### src/core/daisy_diag_pkg.sv
/*
  Constants, field layouts and carrier types for the daisy-chain port
  diagnostic block. Assumes one 40 MHz core clock and an AXI4-Lite
  register bus with 32-bit data and 16-bit byte addresses.
*/
package daisy_diag_pkg;

  localparam int ADDR_W = 16;
  localparam int NPORT  = 2;
  localparam int PORT_HI = 0;
  localparam int PORT_LO = 1;
  localparam logic [1:0] CMD_DIR = 2'b01;  // Per port: dir value for commands

  // Register indices; byte address is four times the index
  localparam logic [13:0] IDX_HI_BIT   = 14'h0783;
  localparam logic [13:0] IDX_HI_RC    = 14'h0784;
  localparam logic [13:0] IDX_HI_RR    = 14'h0785;
  localparam logic [13:0] IDX_LO_BIT   = 14'h0786;
  localparam logic [13:0] IDX_LO_RC    = 14'h0787;
  localparam logic [13:0] IDX_LO_RR    = 14'h0788;
  localparam logic [13:0] IDX_SER_DISC = 14'h0789;
  localparam logic [13:0] IDX_HI_DISC  = 14'h078a;
  localparam logic [13:0] IDX_SER_VHI  = 14'h078c;
  localparam logic [13:0] IDX_SER_VLO  = 14'h078d;
  localparam logic [13:0] IDX_HI_VHI   = 14'h078e;
  localparam logic [13:0] IDX_HI_VLO   = 14'h078f;
  localparam logic [13:0] IDX_IRQ_STAT = 14'h07f0;
  localparam logic [13:0] IDX_IRQ_MASK = 14'h07f1;
  localparam logic [13:0] IDX_CTRL     = 14'h07f2;

  // Control register: bit 0 direction select, 1 high tx en, 2 low tx en
  localparam int CTRL_DIR  = 0;
  localparam int CTRL_HITX = 1;
  localparam int CTRL_LOTX = 2;
  localparam logic [2:0] CTRL_RST = 3'h6;
  localparam int IRQ_W = 7;
  localparam logic [7:0] DIAG_RST = 8'h00;
  localparam logic [7:0] CNT_MAX  = 8'hff;
  localparam logic [1:0] RESP_OKAY   = 2'b00;
  localparam logic [1:0] RESP_SLVERR = 2'b10;

  // Per-port receive events from the link decoder, pulses unless noted
  typedef struct packed {
    logic byte_stb;       // One received byte
    logic byte_first;     // Qualifies byte_stb: initialization byte
    logic byte_sof;       // Qualifies byte_stb: start marker bit set
    logic byte_bad;       // Qualifies byte_stb: byte decode error
    logic frame_is_resp;  // Level over the frame: response, not command
    logic frame_end;      // Frame complete
    logic crc_bad;        // Qualifies frame_end: checksum failed
    logic crc_last_bad;   // Qualifies frame_end: byte error on crc byte
    logic tag_in;         // Qualifies frame_end: frame came tagged
    logic abnormal;       // Unclassified abnormality
    logic preamble_miss;
    logic sync_no_data;
    logic weak_bit;
    logic hold_abort;     // Held response dropped by a new command
    logic hold_bcast;     // Qualifies hold_abort: broadcast/stack read
  } port_evt_t;

  typedef struct packed {
    logic discard;
    logic valid;
  } serial_evt_t;

  typedef enum logic [1:0] {
    W_IDLE = 2'b00,
    W_ADDR = 2'b01,
    W_DATA = 2'b10,
    W_RESP = 2'b11
  } wr_state_t;

endpackage

### src/core/daisy_chain_comm_diagnostics.sv
/*
  Diagnostic status for the two daisy-chain ports: error flags per
  port, discard and valid-frame counters, interrupt and AXI4-Lite slave.
  Assumes the link decoders deliver qualified one-cycle event pulses
  synchronous to aclk, and that the forward path honours fwd_tag.
*/
// Decided for this implementation: the AXI4-Lite interface to the registers.
`timescale 1ns/1ps
module daisy_chain_comm_diagnostics (
  // Clock and reset
  input  wire logic                       aclk,
  input  wire logic                       aresetn,
  // AXI4-Lite write address and data
  input  wire logic [daisy_diag_pkg::ADDR_W-1:0] awaddr,
  input  wire logic                       awvalid,
  output logic                            awready,
  input  wire logic [31:0]                wdata,
  input  wire logic [3:0]                 wstrb,
  input  wire logic                       wvalid,
  output logic                            wready,
  // AXI4-Lite write response
  output logic [1:0]                      bresp,
  output logic                            bvalid,
  input  wire logic                       bready,
  // AXI4-Lite read
  input  wire logic [daisy_diag_pkg::ADDR_W-1:0] araddr,
  input  wire logic                       arvalid,
  output logic                            arready,
  output logic [31:0]                     rdata,
  output logic [1:0]                      rresp,
  output logic                            rvalid,
  input  wire logic                       rready,
  // Link decoder events
  input  daisy_diag_pkg::port_evt_t       evt_hi,
  input  daisy_diag_pkg::port_evt_t       evt_lo,
  input  daisy_diag_pkg::serial_evt_t     evt_ser,
  // Link control and tagging
  output logic                            dir_sel,
  output logic                            hi_tx_en,
  output logic                            lo_tx_en,
  output logic [1:0]                      fwd_tag,
  // Interrupt
  output logic                            irq
);
  import daisy_diag_pkg::*;

  // Register hit on an aligned word
  function automatic logic reg_hit(input logic [ADDR_W-1:0] a,
                                   input logic [13:0] idx);
    return (a[1:0] == 2'b00) && (a[ADDR_W-1:2] == idx);
  endfunction

  // Control and interrupt registers
  logic [2:0]       ctrl_r;
  logic [IRQ_W-1:0] irq_stat_r;
  logic [IRQ_W-1:0] irq_mask_r;

  // Per-port diagnostic state
  port_evt_t  evt_a     [NPORT];
  logic [7:0] rc_r      [NPORT];
  logic [7:0] rr_r      [NPORT];
  logic [7:0] bit_r     [NPORT];
  logic [7:0] rc_set    [NPORT];
  logic [7:0] rr_set    [NPORT];
  logic [7:0] bit_set   [NPORT];
  logic       tag_now   [NPORT];
  logic       in_frame_r[NPORT];
  logic       pend_sof_r[NPORT];
  logic       pend_byte_r[NPORT];
  logic       tag_r     [NPORT];
  logic [1:0] disc_p;
  logic [1:0] valid_p;
  logic [1:0] fwd_en;

  assign evt_a[PORT_HI] = evt_hi;
  assign evt_a[PORT_LO] = evt_lo;
  assign dir_sel  = ctrl_r[CTRL_DIR];
  assign hi_tx_en = ctrl_r[CTRL_HITX];
  assign lo_tx_en = ctrl_r[CTRL_LOTX];
  // A response moves on through the opposite port's transmitter
  assign fwd_en[PORT_HI] = ctrl_r[CTRL_LOTX];
  assign fwd_en[PORT_LO] = ctrl_r[CTRL_HITX];

  genvar g;
  generate
    for (g = 0; g < NPORT; g++) begin : g_port
      port_evt_t e;
      logic cmd_ok, resp, fe, unexp, crc_drop, txdis, keep;
      logic sof_late, byte_err, sof_any, byte_any, abn_any, crc_tag, abn_rep;
      assign e      = evt_a[g];
      assign resp   = e.frame_is_resp;
      assign fe     = e.frame_end;
      // Commands are legal only in one direction, responses the other
      assign cmd_ok = (dir_sel == CMD_DIR[g]);
      assign unexp  = fe & (resp == cmd_ok);
      assign crc_drop = fe & e.crc_bad & ~unexp;
      // Response with nowhere to go is dropped
      assign txdis  = fe & resp & ~cmd_ok & ~e.crc_bad & ~fwd_en[g];
      assign keep   = fe & ~e.crc_bad & ~unexp;

      // Marker or decode faults past the initialization byte
      assign sof_late = e.byte_stb & ~e.byte_first & e.byte_sof
                        & in_frame_r[g];
      assign byte_err = e.byte_stb & ~e.byte_first & e.byte_bad;
      assign sof_any  = pend_sof_r[g] | sof_late;
      assign byte_any = pend_byte_r[g] | byte_err;
      // Checksum byte itself bad on a response: tag survives the discard
      assign crc_tag  = crc_drop & resp & e.crc_last_bad;
      assign abn_any  = e.abnormal | e.preamble_miss | e.sync_no_data
                        | e.weak_bit | sof_late | byte_err
                        | crc_tag;
      // Byte faults reach the register only for a kept frame
      assign abn_rep  = e.abnormal | e.preamble_miss | e.sync_no_data
                        | e.weak_bit | crc_tag
                        | (keep & (sof_any | byte_any));

      // Checksum-discarded frames set only the checksum flag in rc and rr
      assign rc_set[g] = {4'h0,
                          keep & ~resp & sof_any,
                          keep & ~resp & byte_any,
                          fe & ~resp & ~cmd_ok,
                          crc_drop & ~resp};
      assign rr_set[g] = {2'b00,
                          e.hold_abort & e.hold_bcast,
                          txdis,
                          keep & resp & sof_any,
                          keep & resp & byte_any,
                          fe & resp & cmd_ok,
                          crc_drop & resp};
      assign bit_set[g] = {3'b000, abn_rep, 1'b0,
                           e.sync_no_data,
                           e.preamble_miss,
                           e.weak_bit};
      assign tag_now[g] = abn_any;
      assign disc_p[g]  = crc_drop | txdis;
      assign valid_p[g] = keep & ~txdis;

      // Frame tracking and per-frame pending errors
      always_ff @(posedge aclk) begin
        if (!aresetn) begin
          in_frame_r[g]  <= 1'b0;
          pend_sof_r[g]  <= 1'b0;
          pend_byte_r[g] <= 1'b0;
        end else if (fe || (e.byte_stb && e.byte_first)) begin
          in_frame_r[g]  <= ~fe;
          pend_sof_r[g]  <= 1'b0;
          pend_byte_r[g] <= 1'b0;
        end else begin
          pend_sof_r[g]  <= sof_any;
          pend_byte_r[g] <= byte_any;
        end
      end

      // Forward tag: cleared at each new frame, so clean frames go out
      // untagged
      always_ff @(posedge aclk) begin
        if (!aresetn)
          tag_r[g] <= 1'b0;
        else if (tag_now[g])
          tag_r[g] <= 1'b1;
        else if (e.byte_stb && e.byte_first)
          tag_r[g] <= 1'b0;
      end
      assign fwd_tag[g] = tag_r[g];

      // Sticky flags except bit_r bit 3, which follows tag_in at each frame end; no software path writes them
      always_ff @(posedge aclk) begin
        if (!aresetn) begin
          rc_r[g]  <= DIAG_RST;
          rr_r[g]  <= DIAG_RST;
          bit_r[g] <= DIAG_RST;
        end else begin
          rc_r[g]     <= rc_r[g] | rc_set[g];
          rr_r[g]     <= rr_r[g] | rr_set[g];
          bit_r[g][7:4] <= bit_r[g][7:4] | bit_set[g][7:4];
          bit_r[g][2:0] <= bit_r[g][2:0] | bit_set[g][2:0];
          if (fe)
            bit_r[g][3] <= e.tag_in;
        end
      end
    end
  endgenerate

  // Counter sources: slot 0 serial port, slot 1 high side
  logic [1:0] c_disc;
  logic [1:0] c_valid;
  logic [1:0] c_rd;
  logic [7:0] disc_r  [2];
  logic [15:0] live_r [2];
  logic [15:0] lat_r  [2];
  logic       ar_fire;

  assign c_disc  = {disc_p[PORT_HI], evt_ser.discard};
  assign c_valid = {valid_p[PORT_HI], evt_ser.valid};
  assign ar_fire = arvalid & arready;
  assign c_rd    = {ar_fire & reg_hit(araddr, IDX_HI_DISC),
                    ar_fire & reg_hit(araddr, IDX_SER_DISC)};

  genvar k;
  generate
    for (k = 0; k < 2; k++) begin : g_cnt
      logic [7:0]  disc_inc;
      logic [15:0] live_inc;
      // Saturate rather than wrap, so a full count stays meaningful
      assign disc_inc = (c_disc[k] && disc_r[k] != CNT_MAX)
                        ? 8'(disc_r[k] + 8'h01) : disc_r[k];
      assign live_inc = (c_valid[k] && live_r[k] != {CNT_MAX, CNT_MAX})
                        ? 16'(live_r[k] + 16'h0001) : live_r[k];

      // A read of the discard register restarts both counts; a same-cycle event is kept
      always_ff @(posedge aclk) begin
        if (!aresetn) begin
          disc_r[k] <= DIAG_RST;
          live_r[k] <= {DIAG_RST, DIAG_RST};
          lat_r[k]  <= {DIAG_RST, DIAG_RST};
        end else if (c_rd[k]) begin
          disc_r[k] <= {7'h00, c_disc[k]};
          live_r[k] <= {15'h0000, c_valid[k]};
          lat_r[k]  <= live_r[k];
        end else begin
          disc_r[k] <= disc_inc;
          live_r[k] <= live_inc;
        end
      end
    end
  endgenerate

  // Interrupt events: one bit per diagnostic register, plus discards
  logic [IRQ_W-1:0] irq_evt;
  assign irq_evt = {|c_disc,
                    |bit_set[PORT_LO], |rr_set[PORT_LO], |rc_set[PORT_LO],
                    |bit_set[PORT_HI], |rr_set[PORT_HI], |rc_set[PORT_HI]};
  assign irq = |(irq_stat_r & irq_mask_r);

  // Write channel: address and data taken in either order
  wr_state_t             wst_r;
  wr_state_t             wst_nxt;
  logic [ADDR_W-1:0]     waddr_r;
  logic [31:0]           wdata_r;
  logic [3:0]            wstrb_r;
  logic                  aw_fire;
  logic                  w_fire;
  logic                  wr_go;
  logic [ADDR_W-1:0]     wa;
  logic [31:0]           wd;
  logic [3:0]            ws;
  logic                  wr_ctrl;
  logic                  wr_mask;
  logic                  wr_stat;
  logic                  wr_ro;
  logic [1:0]            bresp_r;

  assign awready = (wst_r == W_IDLE) | (wst_r == W_DATA);
  assign wready  = (wst_r == W_IDLE) | (wst_r == W_ADDR);
  assign aw_fire = awvalid & awready;
  assign w_fire  = wvalid & wready;
  assign wr_go   = (wst_r == W_IDLE & aw_fire & w_fire)
                 | (wst_r == W_ADDR & w_fire)
                 | (wst_r == W_DATA & aw_fire);
  assign wa = (wst_r == W_ADDR) ? waddr_r : awaddr;
  assign wd = (wst_r == W_DATA) ? wdata_r : wdata;
  assign ws = (wst_r == W_DATA) ? wstrb_r : wstrb;

  // Write decode; diagnostic registers accept and ignore writes
  assign wr_ctrl = wr_go & ws[0] & reg_hit(wa, IDX_CTRL);
  assign wr_mask = wr_go & ws[0] & reg_hit(wa, IDX_IRQ_MASK);
  assign wr_stat = wr_go & ws[0] & reg_hit(wa, IDX_IRQ_STAT);
  assign wr_ro   = (wa[1:0] == 2'b00)
                 & (wa[ADDR_W-1:2] >= IDX_HI_BIT)
                 & (wa[ADDR_W-1:2] <= IDX_HI_VLO)
                 & (wa[ADDR_W-1:2] != 14'h078b);

  always_comb begin
    wst_nxt = wst_r;
    case (wst_r)
      W_IDLE: begin
        if (wr_go)
          wst_nxt = W_RESP;
        else if (aw_fire)
          wst_nxt = W_ADDR;
        else if (w_fire)
          wst_nxt = W_DATA;
      end
      W_ADDR: begin
        if (wr_go)
          wst_nxt = W_RESP;
      end
      W_DATA: begin
        if (wr_go)
          wst_nxt = W_RESP;
      end
      W_RESP: begin
        if (bready)
          wst_nxt = W_IDLE;
      end
      default: wst_nxt = W_IDLE;
    endcase
  end

  always_ff @(posedge aclk) begin
    if (!aresetn) begin
      wst_r   <= W_IDLE;
      waddr_r <= '0;
      wdata_r <= 32'h00000000;
      wstrb_r <= 4'h0;
      bresp_r <= RESP_OKAY;
    end else begin
      wst_r <= wst_nxt;
      if (aw_fire)
        waddr_r <= awaddr;
      if (w_fire) begin
        wdata_r <= wdata;
        wstrb_r <= wstrb;
      end
      if (wr_go)
        bresp_r <= (reg_hit(wa, IDX_CTRL) | reg_hit(wa, IDX_IRQ_MASK)
                    | reg_hit(wa, IDX_IRQ_STAT) | wr_ro)
                   ? RESP_OKAY : RESP_SLVERR;
    end
  end
  assign bvalid = (wst_r == W_RESP);
  assign bresp  = bresp_r;

  // Control, mask and write-one-to-clear status; a new event wins
  always_ff @(posedge aclk) begin
    if (!aresetn) begin
      ctrl_r     <= CTRL_RST;
      irq_mask_r <= '0;
      irq_stat_r <= '0;
    end else begin
      if (wr_ctrl)
        ctrl_r <= wd[2:0];
      if (wr_mask)
        irq_mask_r <= wd[IRQ_W-1:0];
      irq_stat_r <= (irq_stat_r & ~(wr_stat ? wd[IRQ_W-1:0] : '0))
                    | irq_evt;
    end
  end

  // Read mux over the map; holes answer with an error
  logic [7:0] rd_byte;
  logic       rd_ok;
  assign rd_byte =
      reg_hit(araddr, IDX_HI_BIT)   ? bit_r[PORT_HI] :
      reg_hit(araddr, IDX_HI_RC)    ? rc_r[PORT_HI] :
      reg_hit(araddr, IDX_HI_RR)    ? rr_r[PORT_HI] :
      reg_hit(araddr, IDX_LO_BIT)   ? bit_r[PORT_LO] :
      reg_hit(araddr, IDX_LO_RC)    ? rc_r[PORT_LO] :
      reg_hit(araddr, IDX_LO_RR)    ? rr_r[PORT_LO] :
      reg_hit(araddr, IDX_SER_DISC) ? disc_r[0] :
      reg_hit(araddr, IDX_HI_DISC)  ? disc_r[1] :
      reg_hit(araddr, IDX_SER_VHI)  ? lat_r[0][15:8] :
      reg_hit(araddr, IDX_SER_VLO)  ? lat_r[0][7:0] :
      reg_hit(araddr, IDX_HI_VHI)   ? lat_r[1][15:8] :
      reg_hit(araddr, IDX_HI_VLO)   ? lat_r[1][7:0] :
      reg_hit(araddr, IDX_IRQ_STAT) ? {1'b0, irq_stat_r} :
      reg_hit(araddr, IDX_IRQ_MASK) ? {1'b0, irq_mask_r} :
      reg_hit(araddr, IDX_CTRL)     ? {5'h00, ctrl_r} : 8'h00;
  assign rd_ok = wr_ro_rd(araddr);

  function automatic logic wr_ro_rd(input logic [ADDR_W-1:0] a);
    return (a[1:0] == 2'b00)
         & (((a[ADDR_W-1:2] >= IDX_HI_BIT) & (a[ADDR_W-1:2] <= IDX_HI_VLO)
             & (a[ADDR_W-1:2] != 14'h078b))
            | (a[ADDR_W-1:2] >= IDX_IRQ_STAT)
              & (a[ADDR_W-1:2] <= IDX_CTRL));
  endfunction

  // One read in flight; answer one cycle after the address is taken
  logic        rvalid_r;
  logic [31:0] rdata_r;
  logic [1:0]  rresp_r;
  assign arready = ~rvalid_r;
  always_ff @(posedge aclk) begin
    if (!aresetn) begin
      rvalid_r <= 1'b0;
      rdata_r  <= 32'h00000000;
      rresp_r  <= RESP_OKAY;
    end else if (ar_fire) begin
      rvalid_r <= 1'b1;
      rdata_r  <= {24'h000000, rd_byte};
      rresp_r  <= rd_ok ? RESP_OKAY : RESP_SLVERR;
    end else if (rready) begin
      rvalid_r <= 1'b0;
    end
  end
  assign rvalid = rvalid_r;
  assign rdata  = rdata_r;
  assign rresp  = rresp_r;

endmodule

### config.mk
export PLATFORM = sky130hd
export DESIGN_NAME = daisy_chain_comm_diagnostics
export DESIGN_NICKNAME = d
export VERILOG_FILES = /design/src/core/daisy_diag_pkg.sv /design/src/core/daisy_chain_comm_diagnostics.sv
export SDC_FILE = /design/constraint.sdc
export NUM_CORES = 1
export LEC_CHECK = 0
export BUFFER_PORTS_ARGS = -buffer_cell sky130_fd_sc_hd__buf_2
export CAP_MARGIN = 5
export CELL_PAD_IN_SITES_DETAIL_PLACEMENT = 1
export CELL_PAD_IN_SITES_GLOBAL_PLACEMENT = 1
export CORE_MARGIN = 1.5
export CORE_UTILIZATION = 47
export DETAILED_ROUTE_END_ITERATION = 7
export HOLD_SLACK_MARGIN = 0.08
export PLACE_DENSITY_LB_ADDON = 0.1
export SYNTH_ARGS = -nofsm -noshare
export SYNTH_HDL_FRONTEND = slang
export SYNTH_SLANG_ARGS = --single-unit
export TNS_END_PERCENT = 50
### constraint.sdc
create_clock -name aclk -period 3.8 [get_ports aclk]
set_input_delay 0.76 -clock aclk [delete_from_list [all_inputs] [get_ports aclk]]
set_output_delay 0.76 -clock aclk [all_outputs]
set_load 0.02 [all_outputs]
# After elaboration in Yosys (flattened, before gate mapping)
# Memories as Yosys holds them, arrays and structs flattened.
# Cells that the tools add are included.
# Widths: inputs -> output; s select.
# op_classes
addsub	4
mul	0
div	0
n_lt_le_gt_ge	6
n_eq_ne	32
shift	0
mux	113
bitwise_logic	167
reduce_logical	40
# op_table
op	count
$eq 14x11->1 const B	18
$mux 8	22
$mux 16	9
$and 1x1->1	75
$mux 1	65
$or 1x1->1	65
$ge 14x11->1 const B	3
$le 14x11->1 const B	3
$add 16x1->16 const B	2
$ne 16x16->1 const B	2
$mux 7	4
$ne 14x11->1 const B	2
$logic_and 1x1->1	24
$add 8x1->8 const B	2
$ne 8x8->1 const B	2
$or 8x4->8	2
$or 8x6->8	2
$reduce_or 4->1	4
$not 1->1	15
$and 7x7->7	2
$mux 2	7
$reduce_or 6->1	2
$mux 3	3
$mux 4	2
other kinds (16)	25
# word_totals
reg_bits	56
latchBits	0
mem_bits_rw	136
romBits	0
in_bits	107
out_inout_bits	47
n_memories	10
# memory_table
name	depth	width	read_ports	rd_clocked_by_memory_dff	wr	line_no	text
lat_r	2	16	2	0	2	daisy_chain_comm_diagnostics.sv:190	logic [15:0] lat_r [2];
live_r	2	16	2	0	2	daisy_chain_comm_diagnostics.sv:189	logic [15:0] live_r [2];
bit_r	2	8	2	0	2	daisy_chain_comm_diagnostics.sv:62	logic [7:0] bit_r [NPORT];
disc_r	2	8	2	0	2	daisy_chain_comm_diagnostics.sv:188	logic [7:0] disc_r [2];
rc_r	2	8	2	0	2	daisy_chain_comm_diagnostics.sv:60	logic [7:0] rc_r [NPORT];
rr_r	2	8	2	0	2	daisy_chain_comm_diagnostics.sv:61	logic [7:0] rr_r [NPORT];
4 more memories	-	-	-	-	-	-	

# Longest topological paths before layout
# Gate-level depths: netlist (run 1).
# depth
ltp_word	17
ltp_mapped	10
mapped_depth_nobuf	8

# Worst setup path before layout (run 1)
# Ideal clock, no wire load.
# synth_path
path_type	input-to-reg
from	in araddr[13] (netlist name)
to	mem live_r[1][0], enable pin
arrival_ns	2.362
slack_ns	1.063
stages	6
path_buffers	1
path_cell_list	nor3_1 -> and4_1 -> buf_2 -> nand3_1 -> o21ai_2 -> nand2b_1
# synth_rtl
element	line_no	text
start, declared	daisy_chain_comm_diagnostics.sv:26	input wire logic [daisy_diag_pkg::ADDR_W-1:0] araddr,
end, declared	daisy_chain_comm_diagnostics.sv:189	

==> metrics.txt, run 1 <==
mux contribution to synthesized area 0.0552; Setup violations, final 0; top post-synthesis cells by count nor2_1 (152), dfxtp_1 (86), edfxtp_1 (86); Synth async-reset ratio 0; Finished Cell Area 10300 um2; simple-gate share of the synthesized area 0.227; number of global-route vias before repair 7403; core box area 18800 um2; gr usage total 0.254; total power 4.87 mW; Final TNS setup 0 ns; # rows 50; DRT iter0 DRCs 449; Syn Std Cell Area 9060 um2; Sink Count 172; Static Leakage 3.94 nW; cts hold-fix bufs 0; initial antenna violation count 0; final worst-path cycle share 0.713; Core Util, Final 0.547; Initial Utilization 0.481; clk buf depth 2; worst path arrival time 2.79 ns; Final WS setup 1.09 ns; Inst Count DP 1289; total grt overflow 0; final net count 1164; largest family of logic cells by synthesized area simple AND/OR/NAND/NOR gates; Worst Setup Start Kind primary input; Power Internal 3.50 mW; drt total wl 24800 um; die height 142 um; I/O pin count 154; DR WL met2 12200 um; final cell count without fillers 1321; area delta synth->final 13.6%; die width 142 um; Hold Path Class reg -> reg; # diodes 0; worst-case reg-to-reg path depth 9; Post-synth EDFFs 86; Via density 5.58; Placed Area 9670 um2; reg-to-reg slack, setup 1.15 ns; first-pass GRT wire length 39600 um; Root Driver clkbuf_16; Max Transition Viols Final 0; Resize count post-CTS 0; clock share of power 0.382; Sw Pwr 1.36 mW; Unique masters post-synth 78; Comb pwr share 0.164; post-CTS setup buffer count 0; post-synthesis adder-cell area fraction 0.0124; Clock transition at path regs 0.06 ns; minimum clock period 2.71 ns; fmax 0.369 GHz; sw frac 0.280; clk_lat worst skew 0.43 ns; Yosys reg bits 172; Sequential Area 4300 um2; Max H-tree Level 4; Inserted Clock Buffers 17; Final Hold Viols 0; top-count cell post-synth nor2_1; syn avg cell area 9.42 um2; Reg-to-Reg End irq_mask_r[1]$_SDFFE_PN0P_; Yosys top cell area share 0.285; VDD IR max 0.332 mV; Synth Warn # 0; largest net degree at the start of global routing 39; status finished clean; Cells after Synth 962; HPWL Detailed 18500 um; worst-margin pin slew 0.855 ns; sequential share of the synthesized area 0.475; antenna viol nets, final 0; CTS tree built; Worst Path Max Fanout 16; clk_skew 0.0102 ns; GP Congestion 0.855; Crit Path Category in -> reg; worst reg2reg path startpoint wst_r[1]$_SDFFE_PN0P_; Pre-antenna DRT Iters 4; Req. time, crit path 3.89 ns; largest area contributor in the netlist edfxtp_1; Multi-input gate area 4320 um2; Compound-Gate Fraction of Synth Area 0.131; XOR/XNOR Fraction of Synth Area 0.0396; top post-synthesis cells by area edfxtp_1 (29%), dfxtp_1 (19%), nor2_1 (6.3%); M1 WL 11000 um; met3 wire len 1110 um; average wire per standard cell 18.8 um; Primary FF master, synth edfxtp_1; via count 7375; DR top layer met4; Hold WS 0.460 ns; Slew headroom 0.429; Pwr Density 473 nW/um2; PortBufs 99; Critical Path Start araddr[6]; layout cells sized above 1 0.173; # fillers 2177; Worst Setup EP disc_r[0][1]$_SDFFCE_PN0P_; RSZ-0062 raised after global routing false; die area 20100 um2; Max-cap violations 0; sequential share of power 0.454; DRC 0; pre-CTS setup slack 0.664 ns; Worst Setup End Kind register
-- worst min path at each step --
stage | cells past startpoint | startpoint | end
after floorplan | 2 | waddr_r[4]$_SDFFE_PN0P_ | waddr_r[4]$_SDFFE_PN0P_
after global placement | 2 | waddr_r[12]$_SDFFE_PN0P_ | waddr_r[12]$_SDFFE_PN0P_
after detailed placement | 2 | waddr_r[1]$_SDFFE_PN0P_ | waddr_r[1]$_SDFFE_PN0P_
after CTS | 2 | waddr_r[1]$_SDFFE_PN0P_ | waddr_r[1]$_SDFFE_PN0P_
after global routing | 2 | waddr_r[1]$_SDFFE_PN0P_ | waddr_r[1]$_SDFFE_PN0P_
final | 2 | waddr_r[11]$_SDFFE_PN0P_ | waddr_r[11]$_SDFFE_PN0P_
-- cell usage in the layout (no fill, tap or decap), types with 10 or more instances in the layout --
cell	Yosys	final
conb_1	2	28
inv_1	24	23
xor2_1	24	24
mux2i_1	32	32
nor2_1	152	152
nand4_1	16	16
edfxtp_1	86	86
nand3_1	32	32
and3_1	13	13
nand2_1	78	78
xnor2_1	17	17
a31oi_1	13	13
nor2b_1	10	10
a21oi_1	66	66
nand2b_1	14	14
buf_4	33	18
o21ai_0	21	21
clkbuf_16	0	17
buf_2	12	99
and2_1	35	35
o21ai_1	10	10
dfxtp_1	86	86
-- state kept, by name, indices dropped and copies added (netlist names), 3 cells and up --
name	cells
rdata	8
rr_r	12
irq_stat_r	7
wdata_r	7
live_r	32
irq_mask_r	7
disc_r	16
rc_r	8
ctrl_r	3
bit_r	10
waddr_r	16
lat_r	32
-- critical path, stage by stage --
cell	delay [ns]
buf_2	0.12
nor3_2	0.34
nand2_1	0.20
nor4_4	0.38
nand2_2	0.17
o21ai_4	0.19
buf_4	0.25
nand2b_1	0.37
-- kinds of logic (layout without fill, tap and decap cells) --
| family | after synthesis | in the layout |
|---|---|---|
| and+or+nand+nor | 412 | 412 |
| AOI/OAI and AO/OA | 183 | 183 |
| DFF | 172 | 172 |
| buffers and inverters | 100 | 173 |
| muxes | 43 | 43 |
| xor gates and xnor gates | 41 | 41 |
| adders and majority gates | 9 | 9 |
| other | 2 | 28 |
-- cell type report --
type / count / area share
repair buffers: 117 / 0.0613
clock inverters: 14 / 0.0188
well taps: 260 / 0.0316
multi-input cells: 716 / 0.420
inverters: 24 / 0.00875
flip-flops and latches: 172 / 0.418
clock buffers: 18 / 0.0417
-- per-layer routing --
layer  vias to the layer above  global-route usage
met5                         -                   0
met4                         0              0.0836
met3                        32              0.0385
met2                       166               0.430
met1                      3623               0.334
li1                       3554                   -
-- power by group through the flow --
stage          logic [mW]  registers, mW  clock network (mW)
2_1_floorplan       0.600           2.21                   0
3_3_place_gp        0.780           2.24                   0
3_5_place_dp        0.798           2.25                   0
4_1_cts             0.803           2.21                1.88
5_1_grt             0.894           2.23                1.95
6_report            0.798           2.21                1.86
(Power assumes the default switching activity.)
==> inputs of run 2 (changes only) <==
--- a/config.mk
+++ b/config.mk
@@ -10,7 +10,7 @@
 export CELL_PAD_IN_SITES_DETAIL_PLACEMENT = 1
 export CELL_PAD_IN_SITES_GLOBAL_PLACEMENT = 1
 export CORE_MARGIN = 1.5
-export CORE_UTILIZATION = 47
+export CORE_UTILIZATION = 43
 export DETAILED_ROUTE_END_ITERATION = 7
 export HOLD_SLACK_MARGIN = 0.08
 export PLACE_DENSITY_LB_ADDON = 0.1
==> constraint.sdc (replaced) <==
create_clock -name aclk -period 2.5 [get_ports aclk]
set_input_delay 0.5 -clock aclk [delete_from_list [all_inputs] [get_ports aclk]]
set_output_delay 0.5 -clock aclk [all_outputs]
set_load 0.02 [all_outputs]
==> metrics.txt, run 2 (synthesis gave the netlist of run 1 again) <==
Pre-antenna DRT Iters 4 (unchanged); antenna viol nets, final 0 (unchanged); CTS tree built; I/O pin count 154 (unchanged); Initial Utilization 0.443 (-0.0377); Slew headroom 0.592 (+0.162); Hold Path Stages 3 (+1); Worst Setup End Kind register; Req. time, crit path 2.82 ns (-1.07 ns); Pwr Density 680 nW/um2 (+44%); Final TNS setup 0 ns (unchanged); Critical Path Start wst_r[1]$_SDFFE_PN0P_; Static Leakage 4.15 nW (+5.2%); M1 WL 11600 um (+5.5%); area delta synth->final 17.4%; Hold WS 0.282 ns (-0.178 ns); Placed Area 10100 um2 (+4.0%); Inserted Clock Buffers 17 (unchanged); Inst Count DP 1341 (+4.0%); Setup violations, final 0 (unchanged); die height 148 um (+4.5%); total grt overflow 0 (unchanged); RSZ-0062 raised after global routing false; final cell count without fillers 1373 (+3.9%); DR top layer met4; die width 148 um (+4.5%); Final Hold Viols 0 (unchanged); die area 21900 um2 (+9.1%); DRC 0 (unchanged); CP max stage delay 0.36 ns (-0.02 ns); final worst-path cycle share 0.922; commonest non-fill, non-tap cells in the layout nor2_1 (152), buf_2 (99), edfxtp_1 (86), dfxtp_1 (85), nand2_1 (78); clk buf depth 2 (unchanged); Hold Path Class in -> reg; commonest non-fill, non-tap cell in the layout nor2_1; Finished Cell Area 10600 um2 (+3.3%); Reg-to-Reg End ctrl_r[1]$_SDFFE_PN1P_; Crit Path Category reg -> reg; initial antenna violation count 0 (unchanged); Worst Path Max Fanout 6 (-10); Root Driver clkbuf_16; number of global-route vias before repair 7662 (+3.5%); worst reg2reg path startpoint wst_r[1]$_SDFFE_PN0P_; clk_lat worst skew 0.43 ns (about the same); post-CTS setup buffer count 0 (unchanged); gr usage total 0.242 (-0.0120); drt total wl 25900 um (+4.6%); met3 wire len 1030 um (-7.3%); via count 7510 (+1.8%); Clock transition at path regs 0.07 ns (about the same); Via density 5.47 (-2.0%); Regs by FF count lat_r: 32 flops, live_r: 32 flops; largest net degree at the start of global routing 31 (-21%); worst-margin pin slew 0.609 ns (-0.245 ns); worst-case reg-to-reg path depth 9 (unchanged); layout cells sized above 1 0.209 (+0.0351); # rows 52 (+4.0%); DRT iter0 DRCs 389 (-13%); core box area 20400 um2 (+8.5%); first-pass GRT wire length 41000 um (+3.7%); hold endpoint bit_r[1][1]$_DFF_P_; minimum clock period 2.30 ns; Max-cap violations 0 (unchanged); worst path arrival time 2.62 ns (-0.17 ns); reg-to-reg slack, setup 0.20 ns (-0.95 ns); hold_sp evt_lo[4]; average wire per standard cell 18.9 um (+0.68%); status finished clean; final net count 1206 (+3.6%); CP max stage cell nor3_2; fmax 0.434 GHz; DR WL met2 12900 um (+5.6%); Max H-tree Level 4 (unchanged); # diodes 0 (unchanged); GP Congestion 0.841 (-1.7%); Sink Count 172 (unchanged); VDD IR max 0.491 mV (+48%); HPWL Detailed 19500 um (+5.4%); clk_skew 0.0106 ns (+0.000375 ns); Max Transition Viols Final 0 (unchanged); Worst Setup Start Kind register; PortBufs 99 (unchanged); crit-path cells inv_1, ha_2, nor4_1, nand4_1, a211o_1, buf_4, nor3_2, mux2i_1, nand2_1
[run 2: cell type report]
cell class / count / area [um2]
inverter: 24 / 90.1
fill: 2433 / 9790
multi-input combinational: 716 / 4330
tap: 270 / 338
sequential: 172 / 4310
timing repair buffer: 159 / 1010
clock buffer: 20 / 447
clock inverter: 12 / 114
[run 2: critical path: cells and delay by family, from the launching register on]
kind	cells	cell delay [ns]
buffers and inverters	2	0.24
multiplexers	1	0.23
AO/OA/AOI/OAI	1	0.34
adder cells (fa/ha/maj)	1	0.22
flip-flops	1	0.35
AND/OR/NAND/NOR	4	0.79
[run 2: power breakdown]
part	leakage (nW)	internal [mW]	total [mW]	switching (mW)
clock	0.263	1.41	2.57	1.17
combinational	2.27	0.527	1.30	0.775
sequential	1.61	3.18	3.36	0.178
[run 2: worst max-delay path by stage]
stage | endpoint | slack, ns | depth (start not counted)
6_report | ctrl_r[1]$_SDFFE_PN1P_ | 0.20 | 9
3_3_place_gp | disc_r[0][0]$_DFFE_PP_ | 0.09 | 7
2_1_floorplan | live_r[1][0]$_SDFFCE_PN0P_ | 0.02 | 6
3_5_place_dp | ctrl_r[2]$_SDFFE_PN1P_ | 0.05 | 10
4_1_cts | ctrl_r[1]$_SDFFE_PN1P_ | 0.01 | 10
5_1_grt | irq_mask_r[0]$_SDFFE_PN0P_ | 0.01 | 10
[run 2: metrics by stage]
stage                     utilization  total power, mW  setup WS (ns)
after global placement          0.493             4.67         0.0943
after global routing            0.521             7.56         0.0109
final                           0.521             7.23          0.196
after detailed placement        0.493             4.71         0.0501
after CTS                       0.520             7.29         0.0104
after floorplan                     -             4.28         0.0232
[run 2: repair_timing]
item | CTS | global route
hold buffers | 0 | 0
gates resized for setup | 0 | 4
setup endpoints to repair | 0 | 17
[run 2: per-layer routing]
layer	track usage	vias to the layer above
met2	0.410	150
met4	0.0678	0
li1	-	3638
met5	0	-
met1	0.319	3699
met3	0.0426	23
